===== config.mk =====
export PLATFORM = sky130hd
export DESIGN_NAME = bct_bridge_timing
export DESIGN_NICKNAME = d
export VERILOG_FILES = /design/src/rtl/bct_pkg.sv /design/src/rtl/bct_tick_gen.sv /design/src/rtl/bct_cycle_timer.sv /design/src/rtl/bct_bridge_timing.sv
export SDC_FILE = /design/constraint.sdc
export NUM_CORES = 2
export LEC_CHECK = 0
export BUFFER_PORTS_ARGS = -buffer_cell sky130_fd_sc_hd__buf_2
export CORE_UTILIZATION = 45
export DETAILED_ROUTE_END_ITERATION = 12
export GPL_TIMING_DRIVEN = 1
export HOLD_SLACK_MARGIN = 0.15
export PLACE_DENSITY = 0.71
export RECOVER_POWER = 50
export SLEW_MARGIN = 20
export SYNTH_ARGS = -nofsm -noshare
export SYNTH_HDL_FRONTEND = slang
export SYNTH_SLANG_ARGS = --single-unit

===== constraint.sdc =====
create_clock -name ref_clk -period 14.7 [get_ports ref_clk]
set_input_delay 2.94 -clock ref_clk [delete_from_list [all_inputs] [get_ports ref_clk]]
set_output_delay 2.94 -clock ref_clk [all_outputs]
set_load 0.02 [all_outputs]

===== src/rtl/bct_pkg.sv =====
// Package with constants and types shared by the bridge cycle timing block.
package bct_pkg;
  // Clock rate and time bases.
  localparam int unsigned CLK_MHZ          = 250;
  localparam int unsigned FAST_STEP_NS     = 2000;
  localparam int unsigned FAST_STEP_CYC    = FAST_STEP_NS * CLK_MHZ / 1000;
  localparam int unsigned SLOW_STEP_US     = 100;
  localparam int unsigned SLOW_TICK_KHZ    = 10;
  localparam int unsigned SLOW_DIV_CYC     = CLK_MHZ * 1000 / SLOW_TICK_KHZ;
  // Register offsets, all word aligned.
  localparam logic [7:0]  OFS_CFG1         = 8'h04;
  localparam logic [7:0]  OFS_CFG2         = 8'h08;
  localparam logic [7:0]  OFS_CFG3         = 8'h0C;
  localparam logic [7:0]  OFS_GAIN1        = 8'h10;
  localparam logic [7:0]  OFS_GAIN2        = 8'h14;
  localparam logic [7:0]  OFS_GAIN3        = 8'h18;
  localparam logic [7:0]  OFS_GAIN4        = 8'h1C;
  localparam logic [7:0]  OFS_TEMPCO       = 8'h20;
  localparam logic [7:0]  OFS_CTRL         = 8'h24;
  localparam logic [7:0]  OFS_STAT         = 8'h28;
  localparam logic [7:0]  OFS_IRQ_STAT     = 8'h2C;
  localparam logic [7:0]  OFS_IRQ_MASK     = 8'h30;
  localparam logic [7:0]  OFS_HB_SEL       = 8'h34;
  localparam logic [7:0]  OFS_HB_RES       = 8'h38;
  localparam logic [7:0]  OFS_TOTAL_RES    = 8'h3C;
  // Field positions.
  localparam int unsigned SPAN_MODE_BIT    = 6;
  localparam int unsigned CYTIME_LSB       = 4;
  localparam int unsigned CYTIME_W         = 10;
  localparam int unsigned TOPO_LSB         = 0;
  localparam int unsigned CTRL_RUN_BIT     = 0;
  localparam int unsigned CTRL_STRETCH_BIT = 1;
  localparam int unsigned IRQ_W            = 2;
  localparam int unsigned IRQ_CYCLE_BIT    = 0;
  localparam int unsigned IRQ_OVF_BIT      = 1;
  localparam int unsigned GAIN_W           = 24;
  localparam int unsigned RES_W            = 24;
  localparam int unsigned NUM_HB           = 4;
  // Reset values.
  localparam logic [31:0] RST_CFG          = 32'h0000_0000;
  localparam logic [1:0]  RST_TOPO         = 2'h1;
  localparam logic [GAIN_W-1:0] RST_GAIN   = 24'h10_0000;
  localparam logic [31:0] RST_ZERO         = 32'h0000_0000;
  // Bridge topology codes.
  localparam logic [1:0]  TOPO_HALF        = 2'h0;
  localparam logic [1:0]  TOPO_FULL        = 2'h1;
  localparam logic [1:0]  TOPO_QUATTRO     = 2'h3;
  typedef enum logic [1:0] {
    BCT_T_HALF,
    BCT_T_FULL,
    BCT_T_QUAD
  } bct_topo_t;
endpackage


===== src/rtl/bct_tick_gen.sv =====
// Time base that gives one tick per count of the cycle field.
`timescale 1ns/100ps
`default_nettype none
module bct_tick_gen (
  input  wire logic ref_clk,
  input  wire logic rst,
  input  wire logic stretched,
  output logic      tick
);
  import bct_pkg::*;

  logic [15:0] fastCnt;
  logic [15:0] slowCnt;
  wire         fastWrap = (fastCnt == 16'(FAST_STEP_CYC - 1));
  wire         slowWrap = (slowCnt == 16'(SLOW_DIV_CYC - 1));

  // Fast step of 2 us, and slow step of 100 us from the 10 kHz base.
  assign tick = stretched ? slowWrap : fastWrap;

  // Both dividers run freely so a mode change picks up a live base.
  always_ff @(posedge ref_clk) begin
    if (rst) begin
      fastCnt <= 16'h0000;
      slowCnt <= 16'h0000;
    end else begin
      fastCnt <= fastWrap ? 16'h0000 : fastCnt + 16'h0001;
      slowCnt <= slowWrap ? 16'h0000 : slowCnt + 16'h0001;
    end
  end
endmodule
`default_nettype wire


===== src/rtl/bct_cycle_timer.sv =====
// Cycle interval timer that issues one start pulse per interval.
`timescale 1ns/100ps
`default_nettype none
module bct_cycle_timer (
  input  wire logic       ref_clk,
  input  wire logic       rst,
  input  wire logic       run,
  input  wire logic       tick,
  input  wire logic [9:0] cycleTime,
  output logic            startPulse,
  output logic [9:0]      elapsed
);
  logic [9:0] remain;
  wire        expire = run && tick && (remain <= 10'h001);

  // Reload from the field at each expiry and start the next discharge.
  always_ff @(posedge ref_clk) begin
    if (rst || !run) begin
      remain     <= 10'h000;
      elapsed    <= 10'h000;
      startPulse <= 1'b0;
    end else begin
      startPulse <= expire;
      if (expire) begin
        remain  <= cycleTime;
        elapsed <= 10'h000;
      end else if (tick) begin
        remain  <= remain - 10'h001;
        elapsed <= elapsed + 10'h001;
      end
    end
  end
endmodule
`default_nettype wire


===== src/rtl/bct_bridge_timing.sv =====
// Bridge topology, gain factors and discharge cycle timing with registers.
//
// Notes on behaviour
// - Topology 1 runs one full bridge.
// - Topology 3 gives four half-bridge results plus total.
// - Each half bridge has its own writable gain.
// - Cycle field counts 2 us steps normally.
// - Stretched mode counts 100 us steps.
// - Overflow when interval not above discharge time.
// - Each interval starts one discharge then recharge.
//
// The register addresses and the address-and-strobe port were decided locally.
`timescale 1ns/100ps
`default_nettype none
module bct_bridge_timing (
  input  wire logic                         ref_clk,
  input  wire logic                         rst,
  input  wire logic [7:0]                   regAddr,
  input  wire logic [31:0]                  regWdata,
  input  wire logic                         regWr,
  input  wire logic                         regRd,
  output logic [31:0]                       regRdata,
  input  wire logic                         dischargeDone,
  input  wire logic [bct_pkg::RES_W-1:0]    portResult,
  output logic                              dischargeStart,
  output logic [1:0]                        activePort,
  output logic                              spanMode,
  output logic                              quattroMode,
  output logic                              irq
);
  import bct_pkg::*;

  // Configuration and gain registers.
  logic [31:0]       cfg1;
  logic [31:0]       cfg2;
  logic [31:0]       cfg3;
  logic [GAIN_W-1:0] gainFactor [NUM_HB];
  logic [31:0]       gainTempCoefficient;
  logic [1:0]        ctrl;
  logic [IRQ_W-1:0]  irqStat;
  logic [IRQ_W-1:0]  irqMask;
  logic [1:0]        hbSel;
  logic [RES_W-1:0]  hbResult [NUM_HB];
  logic [RES_W-1:0]  totalResult;
  logic [9:0]        lastDischarge;
  logic              measuring;
  logic              overflow;
  logic [1:0]        portIdx;
  bct_topo_t         topo;

  // Field extraction.
  wire [9:0]   cycleTime   = cfg2[CYTIME_LSB +: CYTIME_W];
  wire [1:0]   topoField   = cfg3[TOPO_LSB +: 2];
  wire         run         = ctrl[CTRL_RUN_BIT];
  wire         stretched   = ctrl[CTRL_STRETCH_BIT];
  wire         tick;
  wire [9:0]   elapsed;
  wire         startPulse;

  // Topology decode; an unused code behaves as a full bridge.
  always_comb begin
    case (topoField)
      TOPO_HALF:    topo = BCT_T_HALF;
      TOPO_QUATTRO: topo = BCT_T_QUAD;
      default:      topo = BCT_T_FULL;
    endcase
  end

  // Index of the last port cycled per sample for the selected topology.
  function automatic logic [1:0] lastPort(input bct_topo_t t);
    case (t)
      BCT_T_HALF: lastPort = 2'h1;
      BCT_T_QUAD: lastPort = 2'h3;
      default:    lastPort = 2'h3;
    endcase
  endfunction

  // Signed product of a result and its gain, gain in 4.20 fixed point.
  function automatic logic [RES_W-1:0] scale(input logic [RES_W-1:0] r,
                                             input logic [GAIN_W-1:0] g);
    logic signed [47:0] p;
    p     = $signed(r) * $signed(g);
    scale = p[43:20];
  endfunction

  assign spanMode    = cfg1[SPAN_MODE_BIT];
  assign quattroMode = (topo == BCT_T_QUAD);
  assign activePort  = portIdx;
  assign irq         = |(irqStat & irqMask);

  // In all modes the interval covers discharge and recharge, so a
  // discharge still running at the next start is an overflow. In
  // stretched mode the field also spans from start to start.
  wire ovfEvent = startPulse && measuring;
  wire gainIdxOk = 1'b1;

  bct_tick_gen u_tick (
    .ref_clk   (ref_clk),
    .rst       (rst),
    .stretched (stretched),
    .tick      (tick)
  );

  bct_cycle_timer u_timer (
    .ref_clk    (ref_clk),
    .rst        (rst),
    .run        (run),
    .tick       (tick),
    .cycleTime  (cycleTime),
    .startPulse (startPulse),
    .elapsed    (elapsed)
  );

  assign dischargeStart = startPulse;

  // Register writes to the configuration, gain, control, mask and select registers.
  always_ff @(posedge ref_clk) begin
    if (rst) begin
      cfg1                <= RST_CFG;
      cfg2                <= RST_CFG;
      cfg3                <= {30'h0000_0000, RST_TOPO};
      gainTempCoefficient <= RST_ZERO;
      ctrl                <= 2'h0;
      irqMask             <= '0;
      hbSel               <= 2'h0;
      for (int i = 0; i < NUM_HB; i++) begin
        gainFactor[i] <= RST_GAIN;
      end
    end else if (regWr) begin
      case (regAddr)
        OFS_CFG1:     cfg1 <= regWdata;
        OFS_CFG2:     cfg2 <= regWdata;
        OFS_CFG3:     cfg3 <= regWdata;
        OFS_GAIN1:    gainFactor[0] <= regWdata[GAIN_W-1:0];
        OFS_GAIN2:    gainFactor[1] <= regWdata[GAIN_W-1:0];
        OFS_GAIN3:    gainFactor[2] <= regWdata[GAIN_W-1:0];
        OFS_GAIN4:    gainFactor[3] <= regWdata[GAIN_W-1:0];
        OFS_TEMPCO:   gainTempCoefficient <= regWdata;
        OFS_CTRL:     ctrl <= regWdata[1:0];
        OFS_IRQ_MASK: irqMask <= regWdata[IRQ_W-1:0];
        OFS_HB_SEL:   hbSel <= regWdata[1:0];
        default:      ;
      endcase
    end
  end

  // Sticky status; a new event wins over a write-one clear.
  always_ff @(posedge ref_clk) begin
    if (rst) begin
      irqStat <= '0;
    end else begin
      for (int b = 0; b < IRQ_W; b++) begin
        if ((b == IRQ_CYCLE_BIT && startPulse) || (b == IRQ_OVF_BIT && ovfEvent)) begin
          irqStat[b] <= 1'b1;
        end else if (regWr && regAddr == OFS_IRQ_STAT && regWdata[b]) begin
          irqStat[b] <= 1'b0;
        end
      end
    end
  end

  // Discharge tracking, port stepping and result capture.
  always_ff @(posedge ref_clk) begin
    if (rst || !run) begin
      measuring     <= 1'b0;
      overflow      <= 1'b0;
      portIdx       <= 2'h0;
      lastDischarge <= 10'h000;
      totalResult   <= '0;
      for (int i = 0; i < NUM_HB; i++) begin
        hbResult[i] <= '0;
      end
    end else begin
      if (startPulse) begin
        measuring <= 1'b1;
        overflow  <= ovfEvent;
      end else if (dischargeDone) begin
        measuring     <= 1'b0;
        lastDischarge <= elapsed;
      end
      if (dischargeDone && measuring) begin
        hbResult[portIdx] <= scale(portResult, gainFactor[portIdx]);
        portIdx <= (portIdx == lastPort(topo)) ? 2'h0 : portIdx + 2'h1;
        if (portIdx == lastPort(topo)) begin
          totalResult <= hbResult[0] + hbResult[1] + hbResult[2]
                         + scale(portResult, gainFactor[portIdx]);
        end
      end
    end
  end

  // Read data stand in the cycle after the strobe only.
  always_ff @(posedge ref_clk) begin
    if (rst || !regRd) begin
      regRdata <= 32'h0000_0000;
    end else begin
      case (regAddr)
        OFS_CFG1:      regRdata <= cfg1;
        OFS_CFG2:      regRdata <= cfg2;
        OFS_CFG3:      regRdata <= cfg3;
        OFS_GAIN1:     regRdata <= {8'h00, gainFactor[0]};
        OFS_GAIN2:     regRdata <= {8'h00, gainFactor[1]};
        OFS_GAIN3:     regRdata <= {8'h00, gainFactor[2]};
        OFS_GAIN4:     regRdata <= {8'h00, gainFactor[3]};
        OFS_TEMPCO:    regRdata <= gainTempCoefficient;
        OFS_CTRL:      regRdata <= {30'h0000_0000, ctrl};
        OFS_STAT:      regRdata <= {16'h0000, lastDischarge, portIdx,
                                    1'b0, gainIdxOk, overflow, measuring};
        OFS_IRQ_STAT:  regRdata <= {30'h0000_0000, irqStat};
        OFS_IRQ_MASK:  regRdata <= {30'h0000_0000, irqMask};
        OFS_HB_SEL:    regRdata <= {30'h0000_0000, hbSel};
        OFS_HB_RES:    regRdata <= {8'h00, hbResult[hbSel]};
        OFS_TOTAL_RES: regRdata <= {8'h00, totalResult};
        default:       regRdata <= 32'h0000_0000;
      endcase
    end
  end
endmodule
`default_nettype wire


* Yosys cells after proc, flatten, opt, wreduce, memory -nomap -nowiden
Memories as Yosys holds them, arrays and structs flattened. A register that Yosys moved wholly into a read port is not among the register bits. Cells that the tools add are included.
Operators by class: $add $sub $neg 8, multipliers 1, divide/modulo/power cells 0, $lt $le $gt $ge 1, equal/unequal tests 20, shift operators 0, mux-type cells 49, bitwise gates (word level) 6, reductions and logical operators 31
Operator list (count):
- $pmux W32 S15 | 1
- $mux W24 | 5
- $add A24 B24 Y24 | 3
- $eq A8 B6 Y1 const B | 8
- $mul A24 B24 Y44 | 1
- $add A16 B1 Y16 const B | 2
- $eq A8 B5 Y1 const B | 4
- $mux W1 | 31
- $reduce_or A24 Y1 | 1
- $mux W10 | 2
- $mux W2 | 9
- $reduce_and A2 Y1 | 9
- $eq A16 B15 Y1 const B | 1
- $eq A16 B9 Y1 const B | 1
- $eq A8 B4 Y1 const B | 2
- $add A10 B1 Y10 const B | 1
- $le A10 B1 Y1 const B | 1
- $sub A10 B1 Y10 const B | 1
- $eq A8 B3 Y1 const B | 1
- $reduce_bool A2 Y1 | 4
- $reduce_or A2 Y1 | 4
- $logic_and A1 B1 Y1 | 7
- $eq A2 B2 Y1 const B | 2
- $logic_not A2 Y1 | 2
- other kinds (8) | 13
Storage, ports and cells: flip-flop bits (word level) 259, bits in latches 0, bits in writable memories 192, bits in read-only memories 0, input port bits 69, output and inout bits 38, logic and storage cells 138, memories kept 2
Memory list:
- gainFactor | depth 4, width 24, rd ports 5, clocked after memory_dff 1, wr ports 4, line bct_bridge_timing.sv:37 | logic [GAIN_W-1:0] gainFactor [NUM_HB];
- hbResult | depth 4, width 24, rd ports 4, clocked after memory_dff 1, wr ports 4, line bct_bridge_timing.sv:43 | logic [RES_W-1:0] hbResult [NUM_HB];

* Depth between registers and ports, before layout
word-level depth 10, mapped depth 45, mapped depth without buffers 42

* Cells and area by module
A second synthesis with hierarchy kept.
Unflattened totals: cell total of the unflattened synthesis 4172, area total of the unflattened synthesis 40567.7 µm²
Modules (own cells, without submodules):
- bct_bridge_timing | times used 1, cells each 3876, area each 38034.0 µm², seq. area each 9969.6 µm²
- bct_tick_gen | times used 1, cells each 163, area each 1415.1 µm², seq. area each 640.6 µm²
- bct_cycle_timer | times used 1, cells each 133, area each 1118.6 µm², seq. area each 420.4 µm²

* Least setup slack after synthesis
OpenSTA, ideal clock, no wires.
kind input-to-reg, from input port portResult[10] in the netlist's numbering, to register totalResult[22], library setup time 0.122 ns, arrival time 11.882 ns, required time 14.578 ns, setup slack 2.696 ns, stages on the path 38, buffers on the path 1, cells stage by stage clkbuf_1 nand2_1 fa_1 fa_1 inv_1 fa_1 inv_1 fa_1 inv_1 fa_1 fa_1 inv_1 fa_1 inv_1 ha_1 a21oi_1 o21ai_1 or4_1 [... 2 more ...] nand2b_1 a21oi_1 xor2_1 inv_1 fa_1 inv_1 fa_1 inv_1 ha_1 o21ai_0 a21oi_1 a311oi_1 nor3b_1 o31ai_1 a31oi_1 a31oi_1 xor2_1 o21ai_0
Between the ends: cells in the longest elaborated chain, start to end 2
Ends and longest elaborated chain:
- start: declaration | line bct_bridge_timing.sv:24 | input wire logic [bct_pkg::RES_W-1:0] portResult,
- $mul A24 B24 Y44 | line bct_bridge_timing.sv:82 | p = $signed(r) * $signed(g);
- $add A24 B24 Y24 | line bct_bridge_timing.sv:186 | + scale(portResult, gainFactor[portIdx]);
- end signal: assignment | line bct_bridge_timing.sv:185 | totalResult <= hbResult[0] + hbResult[1] + hbResult[2]
- end: declaration | line bct_bridge_timing.sv:44 | logic [RES_W-1:0] totalResult;
Every way passes these cells. A chain may end at the register's enable or synchronous reset.

* Worst setup path in the final report
from input port portResult[9] in the netlist's numbering, to register totalResult[22]
Same word-level chain as after synthesis.

==> metrics <==
Req. time, crit path 15,170 ps; DRT iter0 DRCs 2,625; first-pass GRT wire length 180 mm; clk root buf clkbuf_16; Boundary Pins 107; # Post-CTS Setup Buffers 0; critical path class primary input to flip-flop; IO buf count 106; part of the Yosys area used for sequential elements 0.270; Avg Vias per Cell 5.54; Setup crit start portResult[9]; Mapped Cells 4,251; period utilization 0.880; initial core utilization 0.454; Layout area overhead 7.65%; Die X 303 um; post-route ant nets 0; Synth cell types 73; final setup vio count 0; critical path peak fanout 24; Final Max Slew Viols 359; violated checks max-capacitance violations, max-slew violations; largest net degree at the start of global routing 102; max-slew headroom at the worst pin -2.36; fillcell total 8,283; clock tree buffer depth 3; TritonCTS buffer count 47; 1st-pass router iterations 8; Slew @ Worst Pin 5040 ps; CTS tree done; Startpoint Class primary input; FF/Latch Area 0.0110 mm2; setup TNS 0 ps; H-tree depth 2; Syn Nets 5,084; Final min period 12,940 ps; Clock Sinks 455; commonest non-fill, non-tap cell in the layout inv_1; routability cong. 0.894; GRT Util Overall 0.254; Min-Delay Startpoint u_tick.slowCnt[0]$_SDFF_PP0_; layout cell share with drive strength beyond 1 0.0622; Synth Flop Type dfxtp_1; crit-path most repeated cell fa_1; final hold viol count 0; Worst Path Arrival 13,410 ps; WL final 113 mm; synthesis-stage register bit count 455; number of enable flip-flop cells after synthesis 192; GRT overflow 0; Gates resized, CTS repair 0; Die Y-Extent 303 um; # rows 110; Max stage delay on crit path 600 ps; status finished, violations left; multi-input logic area 0.0263 mm2; initial antenna violation count 3; Netlist Area Pre-Place 0.0408 mm2; vias 30,100; cts hold-fix bufs 0; clock insertion delay at the later pin of the skew report 590 ps; cell with the largest stage delay on the worst path nor3_1; Worst Hold Class flip-flop to flip-flop; WL per Instance 20.8 um; post-layout net count 5,053; max cap viols 9; area of the die 0.0919 mm2; crit end category flip-flop; syn avg cell area 9.60 um2; vias in the first global route 31,100; commonest non-fill, non-tap cells in the layout 708 x inv_1, 671 x nand2_1, 611 x fa_1, 323 x and2_1, 259 x dfxtp_1; clock skew 16.8 ps; clock-pin slew on the worst setup and hold paths 60 ps; Yosys warning count 0; RSZ-0062 raised after global routing false; fraction of registers with async set/reset 0; maximum clock rate 77.3 MHz; DRC violations left 0; Core Region 0.0899 mm2; DP HPWL 79.6 mm
[synthesized netlist by cell type, drive strengths merged (23+ instances only)]
master  count  area, um2
dfxtp     263       5270
nor2      217        815
a22o       30        263
xnor2      62        551
xor2       40        358
a22oi      23        173
and2      377       2360
inv       709       2660
mux4       47       1060
fa        611      12200
a221oi     36        315
ha        153       1910
clkbuf    215        807
a222oi     40        400
edfxtp    192       5770
nand3      37        185
nand2     677       2540
a21oi     237       1190
a21o       35        263
o21ai      42        221
[registers in the layout (all words and copies together) (netlist names), 2 cells and up, named ones only]
register             count
regRdata                32
totalResult             24
u_timer.elapsed         10
hbSel                    2
cfg3                    32
u_timer.remain          10
cfg2                    32
hbResult                96
irqStat                  2
u_tick.slowCnt          16
ctrl                     2
gainFactor              96
activePort               2
irqMask                  2
gainTempCoefficient     32
cfg1                    32
u_tick.fastCnt          16
lastDischarge           10
[metal layers]
metal  up-vias  part of all wire  GRT usage
met5         -          0.000089          0
met4         2             0.032     0.0828
met3       221             0.093     0.0423
met1     15100              0.41      0.347
li1      13400                 -          -
met2      1400              0.46      0.412
[through the flow]
step / std cells / utilization / cell area [um2] / hold slack (ps) / setup slack [ps]
after floorplan: 4251 / - / 40800 / 418 / 2700
after global placement: 5347 / 0.471 / 42300 / 430 / 1480
after detailed placement: 5347 / 0.471 / 42300 / 442 / 1270
after CTS: 5434 / 0.490 / 44100 / 450 / 1820
after global routing: 5434 / 0.489 / 43900 / 467 / 1110
final: 5436 / 0.489 / 43900 / 446 / 1760
[worst paths after layout]
path / slack (ps) / endpoint / cells after the start
worst max-delay path: 1760 / totalResult[22]$_SDFFE_PP0P_ / 35
worst min-delay path: 450 / u_tick.slowCnt[0]$_SDFF_PP0_ / 1
worst max register to register: 2340 / totalResult[22]$_SDFFE_PP0P_ / 35
worst min register to register: 450 / u_tick.slowCnt[0]$_SDFF_PP0_ / 1
[kinds of logic (layout without fill, tap and decap cells)]
family,after synthesis,in the layout,synth area share
xor+xnor,102,102,0.0223
simple gates,1432,1432,0.165
flops,455,455,0.270
fa+ha+maj,764,764,0.347
other cells,0,2,0
compound gates,512,512,0.0824
buf+inv,935,942,0.0863
mux,51,51,0.0271
[critical path, delay by kind of cell]
kind,cells,cell delay (ps)
AND/OR/NAND/NOR,5,1340
AO/OA/AOI/OAI,9,2360
XOR/XNOR,2,760
adder cells (fa/ha/maj),11,5060
buffers and inverters,8,900
[area by class of cell]
type | instances | area share
antenna | 2 | 0.000114
clock buffer | 62 | 0.0336
clock inverter | 25 | 0.00535
inverter | 709 | 0.0606
multi-input combinational | 2861 | 0.599
sequential | 455 | 0.251
tap | 1176 | 0.0335
timing repair buffer | 146 | 0.0167
Power is left out: the tool's default activity adds up to more than one toggle a clock period on the data nets, which glitch-free logic cannot reach.
